<file path="src/hdl/rswcm_pkg.sv">
// Constants, types and register map of the reset source and watchdog block
package rswcm_pkg;
    // APB address width and register word indices (byte address = 4 * index)
    localparam int ADDR_W = 12;
    localparam logic [7:0] IDX_STATUS = 8'h30;
    localparam logic [7:0] IDX_OPTIONS = 8'h39;
    localparam logic [7:0] IDX_SERVICE = 8'h3a;
    localparam logic [7:0] IDX_TEST = 8'h3e;
    localparam logic [7:0] IDX_CONFIG = 8'h3f;

    // Field positions
    localparam int OPT_IRQ_EDGE_SELECT = 5;
    localparam int OPT_DLY = 4;
    localparam int OPT_CME = 3;
    localparam int OPT_CR = 0;
    localparam int CFG_WATCHDOG_DISABLE_BIT = 2;
    localparam int TST_DISABLE_RESETS_BIT = 0;
    localparam int STS_CAUSE = 0;
    localparam int STS_ACTIVE = 2;

    // Reset values and service keys
    localparam logic [7:0] OPT_RESET = 8'h10;
    localparam logic [7:0] SVC_ARM = 8'h55;
    localparam logic [7:0] SVC_CLEAR = 8'haa;

    // Timing in E-clock cycles (E clock is clk)
    localparam logic [6:0] PROT_WINDOW = 7'h40;
    localparam logic [2:0] PIN_DRIVE_CYC = 3'h4;
    localparam logic [2:0] PIN_SETTLE_CYC = 3'h2;
    localparam logic [2:0] SYNC_STAGES = 3'h2;

    // Reset cause codes
    typedef enum logic [1:0] {
        CAUSE_POR = 2'b00,
        CAUSE_EXT = 2'b01,
        CAUSE_CMF = 2'b10,
        CAUSE_WDT = 2'b11
    } rswcm_cause_e;

    // Reset pin sequencer states
    typedef enum logic [2:0] {
        ST_IDLE = 3'b000,
        ST_DRIVE = 3'b001,
        ST_SETTLE = 3'b010,
        ST_SAMPLE = 3'b011,
        ST_HOLD = 3'b100
    } rswcm_state_e;

    // Configuration seen by the rest of the chip
    typedef struct packed {
        logic irq_edge_select;
        logic stop_exit_delay_enable;
        logic clock_monitor_enable;
        logic [1:0] watchdog_rate_select;
        logic watchdog_disable_bit;
        logic disable_resets_bit;
    } rswcm_cfg_s;
endpackage

</file>
<file path="src/hdl/rswcm_top.sv">
// Reset source sequencer, watchdog, clock monitor gate and option registers
//
// Behaviour
// - Any reset except power-on drives pin low four cycles
// - Sample pin two cycles later; low means external
// - Normal modes: watchdog runs from reset unless disabled
// - Special modes: disable-resets bit inhibits watchdog resets
// - Watchdog period E/2^15 times 1, 4, 16, 64
// - Reset clears rate select to shortest period
// - Protected bits write once in first 64 cycles in normal modes
// - Write 55 then AA clears watchdog
// - Watchdog timeout starts system reset sequence
// - Enabled clock monitor resets on missing clock
// - Monitor flags below 10 kHz, never above 200 kHz
// - Watchdog stops while clocks are stopped
// - Stop with clock monitor enabled causes reset
// - Monitor enable always writable, cleared by reset
// - IRQ select: 0 low level, 1 falling edge
// - Reset sets stop-exit delay bit
// - Disable bit resets by mode, write-once in normal
// - Disable bit set means no watchdog reset
// - Reset cause selects the restart vector
`timescale 1ns/10ps
module rswcm_top #(
    parameter int WDT_PRE_BITS = 15,
    parameter int WDT_SCALE_BITS = 6
) (
    input wire logic clk,
    input wire logic rst_n,
    input wire logic psel,
    input wire logic penable,
    input wire logic pwrite,
    input wire logic [rswcm_pkg::ADDR_W-1:0] paddr,
    input wire logic [31:0] pwdata,
    output logic [31:0] prdata,
    output logic pready,
    output logic pslverr,
    input wire logic special_mode,
    input wire logic stop_mode,
    input wire logic reset_pin_in,
    output logic reset_pin_out,
    output logic reset_pin_oe,
    input wire logic cm_rc_timeout,
    output logic cm_detector_enable,
    output logic clock_fail_reset,
    input wire logic irq_pin_n,
    input wire logic irq_ack,
    output logic irq_request,
    output logic system_reset,
    output logic [1:0] reset_cause,
    output rswcm_pkg::rswcm_cfg_s cfg
);

    ////////////////////////////////////////////////////////////////////////
    // Elaboration checks

    if (WDT_PRE_BITS < 1 || WDT_PRE_BITS > 24) begin : g_bad_pre
        $error("WDT_PRE_BITS out of range");
    end
    if (WDT_SCALE_BITS != 6) begin : g_bad_scale
        $error("WDT_SCALE_BITS must be 6");
    end

    // Word index decode of an APB address
    function automatic logic hit(input logic [rswcm_pkg::ADDR_W-1:0] a,
                                 input logic [7:0] idx);
        hit = (a[rswcm_pkg::ADDR_W-1:2] == {2'h0, idx}) && (a[1:0] == 2'h0);
    endfunction

    // Terminal count of the scaler for each rate select
    function automatic logic [5:0] scale_max(input logic [1:0] rs);
        case (rs)
            2'h0: scale_max = 6'h00;
            2'h1: scale_max = 6'h03;
            2'h2: scale_max = 6'h0f;
            default: scale_max = 6'h3f;
        endcase
    endfunction

    ////////////////////////////////////////////////////////////////////////
    // Input synchronisers

    logic [1:0] pin_sync_reg;
    logic [1:0] rc_sync_reg;
    logic [1:0] irq_sync_reg;
    logic irq_prev_reg;

    // Pins and the analog detector are asynchronous to clk
    always_ff @(posedge clk or negedge rst_n) begin
        if (!rst_n) begin
            pin_sync_reg <= 2'h3;
            rc_sync_reg <= 2'h0;
            irq_sync_reg <= 2'h3;
            irq_prev_reg <= 1'b1;
        end else begin
            pin_sync_reg <= {pin_sync_reg[0], reset_pin_in};
            rc_sync_reg <= {rc_sync_reg[0], cm_rc_timeout};
            irq_sync_reg <= {irq_sync_reg[0], irq_pin_n};
            irq_prev_reg <= irq_sync_reg[1];
        end
    end

    logic pin_high;
    logic rc_fail;
    assign pin_high = pin_sync_reg[1];
    assign rc_fail = rc_sync_reg[1];

    ////////////////////////////////////////////////////////////////////////
    // APB slave: zero wait states, read data captured in setup

    logic wr_acc;
    logic rd_setup;
    logic mapped;
    logic [31:0] prdata_reg;
    logic [7:0] rd_byte;

    assign wr_acc = psel && penable && pwrite;
    assign rd_setup = psel && !penable && !pwrite;
    assign mapped = hit(paddr, rswcm_pkg::IDX_STATUS) || hit(paddr, rswcm_pkg::IDX_OPTIONS)
        || hit(paddr, rswcm_pkg::IDX_SERVICE) || hit(paddr, rswcm_pkg::IDX_TEST)
        || hit(paddr, rswcm_pkg::IDX_CONFIG);
    assign pready = 1'b1;
    assign pslverr = psel && penable && !mapped;
    assign prdata = prdata_reg;

    ////////////////////////////////////////////////////////////////////////
    // Initialisation after power-on release or a sequenced system reset

    logic init_done_reg;
    logic init_pulse;
    logic sys_rst;
    logic [6:0] win_cnt_reg;
    logic win_open;

    assign init_pulse = !init_done_reg || sys_rst;
    assign win_open = win_cnt_reg < rswcm_pkg::PROT_WINDOW;

    // Mode straps are caught on the first edge after release
    always_ff @(posedge clk or negedge rst_n) begin
        if (!rst_n) begin
            init_done_reg <= 1'b0;
        end else begin
            init_done_reg <= 1'b1;
        end
    end

    always_ff @(posedge clk or negedge rst_n) begin
        if (!rst_n) begin
            win_cnt_reg <= 7'h00;
        end else if (init_pulse) begin
            win_cnt_reg <= 7'h00;
        end else if (win_open) begin
            win_cnt_reg <= win_cnt_reg + 7'h01;
        end
    end

    ////////////////////////////////////////////////////////////////////////
    // Option, configuration and test registers

    logic wr_opt;
    logic wr_cfg;
    logic wr_tst;
    logic opt_once_reg;
    logic cfg_once_reg;
    logic opt_prot_ok;
    logic cfg_prot_ok;

    assign wr_opt = wr_acc && hit(paddr, rswcm_pkg::IDX_OPTIONS);
    assign wr_cfg = wr_acc && hit(paddr, rswcm_pkg::IDX_CONFIG);
    assign wr_tst = wr_acc && hit(paddr, rswcm_pkg::IDX_TEST);
    // one write inside the window in normal modes, any time in special
    assign opt_prot_ok = special_mode || (win_open && !opt_once_reg);
    // disable bit write-once in normal modes
    assign cfg_prot_ok = special_mode || !cfg_once_reg;

    // Write-once bookkeeping, restarted by every reset
    always_ff @(posedge clk or negedge rst_n) begin
        if (!rst_n) begin
            opt_once_reg <= 1'b0;
            cfg_once_reg <= 1'b0;
        end else if (init_pulse) begin
            opt_once_reg <= 1'b0;
            cfg_once_reg <= 1'b0;
        end else begin
            if (wr_opt && opt_prot_ok) begin
                opt_once_reg <= 1'b1;
            end
            if (wr_cfg && cfg_prot_ok) begin
                cfg_once_reg <= 1'b1;
            end
        end
    end

    always_ff @(posedge clk or negedge rst_n) begin
        if (!rst_n) begin
            cfg.irq_edge_select <= rswcm_pkg::OPT_RESET[rswcm_pkg::OPT_IRQ_EDGE_SELECT];
            cfg.stop_exit_delay_enable <= rswcm_pkg::OPT_RESET[rswcm_pkg::OPT_DLY];
            cfg.clock_monitor_enable <= rswcm_pkg::OPT_RESET[rswcm_pkg::OPT_CME];
            cfg.watchdog_rate_select <= rswcm_pkg::OPT_RESET[rswcm_pkg::OPT_CR +: 2];
            cfg.watchdog_disable_bit <= 1'b1;
            cfg.disable_resets_bit <= 1'b1;
        end else if (init_pulse) begin
            cfg.irq_edge_select <= rswcm_pkg::OPT_RESET[rswcm_pkg::OPT_IRQ_EDGE_SELECT];
            cfg.stop_exit_delay_enable <= rswcm_pkg::OPT_RESET[rswcm_pkg::OPT_DLY];
            cfg.clock_monitor_enable <= rswcm_pkg::OPT_RESET[rswcm_pkg::OPT_CME];
            cfg.watchdog_rate_select <= rswcm_pkg::OPT_RESET[rswcm_pkg::OPT_CR +: 2];
            cfg.watchdog_disable_bit <= special_mode;
            cfg.disable_resets_bit <= special_mode;
        end else if (wr_opt) begin
            // no protection on the monitor enable
            cfg.clock_monitor_enable <= pwdata[rswcm_pkg::OPT_CME];
            if (opt_prot_ok) begin
                cfg.irq_edge_select <= pwdata[rswcm_pkg::OPT_IRQ_EDGE_SELECT];
                cfg.stop_exit_delay_enable <= pwdata[rswcm_pkg::OPT_DLY];
                cfg.watchdog_rate_select <= pwdata[rswcm_pkg::OPT_CR +: 2];
            end
        end else if (wr_cfg && cfg_prot_ok) begin
            cfg.watchdog_disable_bit <= pwdata[rswcm_pkg::CFG_WATCHDOG_DISABLE_BIT];
        end else if (wr_tst && special_mode) begin
            cfg.disable_resets_bit <= pwdata[rswcm_pkg::TST_DISABLE_RESETS_BIT];
        end
    end

    ////////////////////////////////////////////////////////////////////////
    // Watchdog service sequence and counter

    logic wr_svc;
    logic armed_reg;
    logic wd_clear;
    logic wd_enable;
    logic wd_timeout;
    logic [WDT_PRE_BITS-1:0] pre_cnt_reg;
    logic [WDT_SCALE_BITS-1:0] scale_cnt_reg;

    assign wr_svc = wr_acc && hit(paddr, rswcm_pkg::IDX_SERVICE);
    // clearing only after an arming write
    assign wd_clear = wr_svc && armed_reg && (pwdata[7:0] == rswcm_pkg::SVC_CLEAR);

    assign wd_enable = init_done_reg && !cfg.watchdog_disable_bit
        && !(special_mode && cfg.disable_resets_bit);

    // period is 2^15 cycles times the selected factor
    assign wd_timeout = wd_enable && !stop_mode && (&pre_cnt_reg)
        && (scale_cnt_reg == scale_max(cfg.watchdog_rate_select));

    // any value other than the arming key disarms
    always_ff @(posedge clk or negedge rst_n) begin
        if (!rst_n) begin
            armed_reg <= 1'b0;
        end else if (init_pulse) begin
            armed_reg <= 1'b0;
        end else if (wr_svc) begin
            armed_reg <= (pwdata[7:0] == rswcm_pkg::SVC_ARM);
        end
    end

    // counting halts while the clocks are stopped
    always_ff @(posedge clk or negedge rst_n) begin
        if (!rst_n) begin
            pre_cnt_reg <= '0;
            scale_cnt_reg <= '0;
        end else if (init_pulse || wd_clear || !wd_enable || wd_timeout) begin
            pre_cnt_reg <= '0;
            scale_cnt_reg <= '0;
        end else if (!stop_mode) begin
            pre_cnt_reg <= pre_cnt_reg + 1'b1;
            if (&pre_cnt_reg) begin
                scale_cnt_reg <= scale_cnt_reg + 1'b1;
            end
        end
    end

    ////////////////////////////////////////////////////////////////////////
    // Clock monitor gate

    logic cm_trip;

    // the RC detector owns the frequency thresholds
    assign cm_detector_enable = cfg.clock_monitor_enable;
    // path that works with no clock running
    assign clock_fail_reset = cfg.clock_monitor_enable && cm_rc_timeout;
    // stop with the monitor enabled is a clock failure
    assign cm_trip = cfg.clock_monitor_enable && (rc_fail || stop_mode);

    ////////////////////////////////////////////////////////////////////////
    // Reset pin sequencer

    rswcm_pkg::rswcm_state_e state_reg;
    rswcm_pkg::rswcm_cause_e pend_reg;
    rswcm_pkg::rswcm_cause_e cause_reg;
    logic [2:0] cyc_reg;
    logic [2:0] settle_len;

    // Pin level reaches us two flops late
    assign settle_len = rswcm_pkg::PIN_SETTLE_CYC + rswcm_pkg::SYNC_STAGES;
    assign sys_rst = (state_reg == rswcm_pkg::ST_HOLD) && pin_high;
    assign system_reset = sys_rst;
    assign reset_cause = cause_reg;
    assign reset_pin_out = 1'b0;
    assign reset_pin_oe = (state_reg == rswcm_pkg::ST_DRIVE);

    // detect, drive four cycles, settle, sample, wait high
    always_ff @(posedge clk or negedge rst_n) begin
        if (!rst_n) begin
            state_reg <= rswcm_pkg::ST_IDLE;
            pend_reg <= rswcm_pkg::CAUSE_EXT;
            cyc_reg <= 3'h0;
        end else begin
            case (state_reg)
                rswcm_pkg::ST_IDLE: begin
                    cyc_reg <= 3'h0;
                    // Monitor failure outranks watchdog timeout
                    if (cm_trip) begin
                        pend_reg <= rswcm_pkg::CAUSE_CMF;
                        state_reg <= rswcm_pkg::ST_DRIVE;
                    end else if (wd_timeout) begin
                        pend_reg <= rswcm_pkg::CAUSE_WDT;
                        state_reg <= rswcm_pkg::ST_DRIVE;
                    end else if (!pin_high && init_done_reg) begin
                        pend_reg <= rswcm_pkg::CAUSE_EXT;
                        state_reg <= rswcm_pkg::ST_DRIVE;
                    end
                end
                rswcm_pkg::ST_DRIVE: begin
                    if (cyc_reg == rswcm_pkg::PIN_DRIVE_CYC - 3'h1) begin
                        cyc_reg <= 3'h0;
                        state_reg <= rswcm_pkg::ST_SETTLE;
                    end else begin
                        cyc_reg <= cyc_reg + 3'h1;
                    end
                end
                rswcm_pkg::ST_SETTLE: begin
                    if (cyc_reg == settle_len - 3'h2) begin
                        cyc_reg <= 3'h0;
                        state_reg <= rswcm_pkg::ST_SAMPLE;
                    end else begin
                        cyc_reg <= cyc_reg + 3'h1;
                    end
                end
                rswcm_pkg::ST_SAMPLE: begin
                    state_reg <= rswcm_pkg::ST_HOLD;
                end
                rswcm_pkg::ST_HOLD: begin
                    if (pin_high) begin
                        state_reg <= rswcm_pkg::ST_IDLE;
                    end
                end
                default: begin
                    state_reg <= rswcm_pkg::ST_IDLE;
                end
            endcase
        end
    end

    // low at sample means external, else the internal cause
    always_ff @(posedge clk or negedge rst_n) begin
        if (!rst_n) begin
            cause_reg <= rswcm_pkg::CAUSE_POR;
        end else if (state_reg == rswcm_pkg::ST_SAMPLE) begin
            cause_reg <= pin_high ? pend_reg : rswcm_pkg::CAUSE_EXT;
        end
    end

    ////////////////////////////////////////////////////////////////////////
    // IRQ recognition

    logic irq_req_reg;
    logic irq_fall;

    assign irq_fall = irq_prev_reg && !irq_sync_reg[1];
    assign irq_request = irq_req_reg;

    // level follows the pin, edge is latched until acknowledged
    always_ff @(posedge clk or negedge rst_n) begin
        if (!rst_n) begin
            irq_req_reg <= 1'b0;
        end else if (!cfg.irq_edge_select) begin
            irq_req_reg <= !irq_sync_reg[1];
        end else if (irq_fall) begin
            // A new edge wins over a same-cycle acknowledge
            irq_req_reg <= 1'b1;
        end else if (irq_ack) begin
            irq_req_reg <= 1'b0;
        end
    end

    ////////////////////////////////////////////////////////////////////////
    // Read data

    always_comb begin
        rd_byte = 8'h00;
        if (hit(paddr, rswcm_pkg::IDX_OPTIONS)) begin
            rd_byte[rswcm_pkg::OPT_IRQ_EDGE_SELECT] = cfg.irq_edge_select;
            rd_byte[rswcm_pkg::OPT_DLY] = cfg.stop_exit_delay_enable;
            rd_byte[rswcm_pkg::OPT_CME] = cfg.clock_monitor_enable;
            rd_byte[rswcm_pkg::OPT_CR +: 2] = cfg.watchdog_rate_select;
        end else if (hit(paddr, rswcm_pkg::IDX_CONFIG)) begin
            rd_byte[rswcm_pkg::CFG_WATCHDOG_DISABLE_BIT] = cfg.watchdog_disable_bit;
        end else if (hit(paddr, rswcm_pkg::IDX_TEST)) begin
            rd_byte[rswcm_pkg::TST_DISABLE_RESETS_BIT] = cfg.disable_resets_bit;
        end else if (hit(paddr, rswcm_pkg::IDX_STATUS)) begin
            rd_byte[rswcm_pkg::STS_CAUSE +: 2] = cause_reg;
            rd_byte[rswcm_pkg::STS_ACTIVE] = wd_enable;
        end
    end

    // Service register is write-only and reads zero
    always_ff @(posedge clk or negedge rst_n) begin
        if (!rst_n) begin
            prdata_reg <= 32'h0000_0000;
        end else if (rd_setup) begin
            prdata_reg <= {24'h00_0000, rd_byte};
        end
    end

endmodule

</file>
<file path="config.mk">
export PLATFORM = sky130hd
export DESIGN_NAME = rswcm_top
export DESIGN_NICKNAME = d
export VERILOG_FILES = /design/src/hdl/rswcm_pkg.sv /design/src/hdl/rswcm_top.sv
export SDC_FILE = /design/constraint.sdc
export NUM_CORES = 1
export LEC_CHECK = 0
export BUFFER_PORTS_ARGS = -buffer_cell sky130_fd_sc_hd__buf_4
export CORE_MARGIN = 10
export CORE_UTILIZATION = 50
export DETAILED_ROUTE_END_ITERATION = 8
export HOLD_SLACK_MARGIN = 0.1
export PLACE_DENSITY = 0.79
export SYNTH_ARGS = -nofsm -noshare
export SYNTH_HDL_FRONTEND = slang
export SYNTH_SLANG_ARGS = --single-unit
</file>
<file path="constraint.sdc">
create_clock -name clk -period 5 [get_ports clk]
set_input_delay 0.25 -clock clk [delete_from_list [all_inputs] [get_ports clk]]
set_output_delay 0.25 -clock clk [all_outputs]
set_load 0.01 [all_outputs]
</file>
==> results.toml <==
[clock_network]
cts_tree = "built"
numCtsBuffers = 9
clkLatencyLatePin_ns = 0.34
ctsHtreeMaxLevel = 3
ctsResizeCount = 0
post_cts_hold_buffer_count = 4
ctsLongestPathBuffers = 2
clkSlewWorstSetupHoldPaths_ns = 0.07
tritoncts_num_sinks = 63
cts_root_buf = "sky130_fd_sc_hd__clkbuf_8"
post_cts.repair.setup_buffers = 0

[pwr]
p_clk_share_pct = 33.2
netSwitchingFraction_pct = 29.5
seq_power_share_pct = 47.0
netSwitchingPower_uw = 385
pwr_density_cell_nw_per_um2 = 318
power.internal_uw = 919
power.static_leakage_nw = 1.84
power_frac_comb_pct = 19.7
ir_drop_worst_vdd_uv = 198

[job]
timing.max_cap.violations = 0

[floorplan]
floorplan.io_pins = 104
placeableCoreArea_um2 = 6830
initial_utilization_pct = 51.6
dieHeight_um = 104
placement_rows = 30
die_area_um2 = 10800
dieWidth_um = 104

[run_status]
outcome = "finished clean"

[setup_path]
path_class = "reg -> reg"
cp-end-kind = "register"
worstPathCellList = "or4_1 -> a221o_1 -> a2111oi_4 -> o211a_1"
crit_arrival_ns = 3.03
crit_path_max_incr_delay_ns = 1.03
timing.critical_path.from_type = "register"
critical_path_peak_fanout = 21
critPathRequiredTime_ns = 5.27
crit_path_top_delay_cell = "sky130_fd_sc_hd__a2111oi_4"

[synthesis]
syn_avg_cell_area_um2 = 9.48
netlist_area_before_placement_um2 = 3530
synth_seq_area_share_pct = 45.0
synth-seq-cells = 63
netlist-cell-type-count = 56
asyncSetResetFlopFracSynth_pct = 100
dominantRegCellSynth = "sky130_fd_sc_hd__dfrtp_1"
synthesis.instances = 372
synth_edf_count = 0
yosysWarnings = 0

[final_layout]
layout.cells.most_common = "sky130_fd_sc_hd__dfrtp_1"
antenna-diode-count = 0
drive_gt1_share_pct = 19.2
layout.cells.most_common_list = "sky130_fd_sc_hd__dfrtp_1, sky130_fd_sc_hd__buf_4, sky130_fd_sc_hd__nor2_1"
post_layout_nets = 486
largest_reg_flops = 15
layout_area_overhead_pct = 16.1
fin_util_pct = 59.9

[min_path]
hp-class = "in -> reg"

[sta]
period_needed_ns = 2.76
grt_setup_unrepaired = "false"
period_share_pct = 55.2
timing_max_transition_violations_final = 0
fin_setup_tns_ns = 0
timing_hold_violations_final = 0
timing.slew.headroom_pct = 22.9
clock-skew-final_ns = 0.00856
setup_violations = 0
worstMarginPinSlew_ns = 1.16
fmax_mhz = 362

[drt]
route.detailed.drc = 0
detailedRoute.firstPassIterationCount = 4
detail_route.wl_per_cell_um = 15.0
antenna_left = 0
vias = 2846
route.final.wire_length_um = 7860
via_per_inst = 5.43
detail_route.iter0.violations = 131

[global_routing]
gr-usage-all-layers_pct = 14.6
maximum_number_of_pins_on_one_net_before_global_route_repair = 64
number_of_antenna_violations_at_the_first_check_in_global_routing = 0
grt_pass1_vias = 2854
global_route.overflow_total = 0
grt_first_pass_wirelength_um = 13400

[place]
detailed_place_hpwl_um = 5870
gp_congestion = 0.840
numPortBuffers = 51
-- synthesized netlist by cell type, drive strengths merged (2+ instances only) --
cell type / n / share of area [%]
nand2: 31 / 3.3
ha: 8 / 2.8
nor4: 6 / 1.1
or3: 3 / 0.53
a31oi: 2 / 0.35
or2: 2 / 0.35
or4: 3 / 0.64
nor4bb: 6 / 1.7
a21oi: 15 / 2.1
o211ai: 2 / 0.43
dfrtp: 54 / 38
a221oi: 3 / 0.74
clkbuf: 12 / 1.3
and2: 4 / 0.71
nor3: 22 / 3.1
o21ai: 13 / 1.8
nor2b: 4 / 0.71
and3: 8 / 1.4
nand3: 16 / 2.3
o22ai: 2 / 0.35
nand2b: 4 / 0.71
nand4b: 5 / 1.4
o221ai: 2 / 0.50
nand4: 11 / 2.0
conb: 2 / 0.21
a211oi: 4 / 0.85
nor2: 32 / 3.4
buf: 31 / 6.7
xor2: 10 / 2.5
dfstp: 9 / 6.7
xnor2: 10 / 2.5
nand3b: 2 / 0.43
o22a: 2 / 0.50
mux2i: 3 / 0.85
a2111oi: 2 / 1.0
and4: 3 / 0.74
nor3b: 2 / 0.43
inv: 9 / 0.96
-- worst max-delay path: cells and delay by family (launching register included) --
family | cells | cell delay [ns]
AOI/OAI and AO/OA | 3 | 1.68
DFF | 1 | 0.47
and+or+nand+nor | 1 | 0.54
-- power by group through the flow --
stage                     registers (mW)  logic (mW)  clock network, mW
after floorplan                    0.596       0.196                  0
after global placement             0.618       0.247                  0
after detailed placement           0.621       0.256                  0
after CTS                          0.612       0.260              0.444
after global routing               0.622       0.297              0.466
final                              0.613       0.257              0.433
-- stage by stage --
| step | area (µm²) | setup WS (ns) | power, mW | hold WS, ns | cells |
|---|---|---|---|---|---|
| final | 4100 | 2.24 | 1.30 | 0.118 | 524 |
| after global routing | 4100 | 2.01 | 1.39 | 0.117 | 524 |
| after CTS | 4100 | 2.22 | 1.32 | 0.106 | 524 |
| after detailed placement | 3860 | 2.24 | 0.877 | 0.336 | 504 |
| after global placement | 3860 | 2.25 | 0.865 | 0.336 | 504 |
| after floorplan | 3630 | 2.89 | 0.792 | -0.0456 | 399 |
-- logic make-up (layout without fill, tap and decap cells) --
kind of cell,count (synthesis),after routing,share of synthesized area (%)
flops,63,63,45.0
simple gates,168,168,26.1
fa+ha+maj,8,8,2.84
compound gates,55,55,10.8
other cells,2,29,0.213
mux,4,4,1.17
xor+xnor,20,20,4.96
buf+inv,52,81,8.97
-- final cells by class --
type / count / area [µm²]
sequential: 63 / 1590
clock buffer: 10 / 138
clock inverter: 6 / 60.1
multi-input combinational: 284 / 1730
fill: 592 / 2740
timing repair buffer: 56 / 430
inverter: 9 / 33.8
tap: 96 / 120
-- per-layer routing --
layer / vias up / GRT usage, % / routed length, µm
met5: - / 0 / 0
met4: 0 / 5.37 / 100
met3: 9 / 4.71 / 538
met2: 84 / 23.2 / 3810
met1: 1370 / 17.9 / 3410
li1: 1383 / - / -
-- final timing paths --
check	from	to	slack, ns	cells after the start
max	cfg[3]$_DFFE_PN0P_	state_reg[0]$_DFFE_PN0P_	2.24	4
min	irq_ack	irq_request$_DFFE_PN0P_	0.12	2
max in group asynchronous	rst_n	prdata[1]$_DFFE_PN0P_	3.91	2
min in group asynchronous	rst_n	pre_cnt_reg[3]$_DFFE_PN0P_	0.52	2
max reg2reg	cfg[3]$_DFFE_PN0P_	state_reg[0]$_DFFE_PN0P_	2.24	4
min reg2reg	rc_sync_reg[0]$_DFF_PN0_	rc_sync_reg[1]$_DFF_PN0_	0.35	0
(Power assumes the default switching activity.)
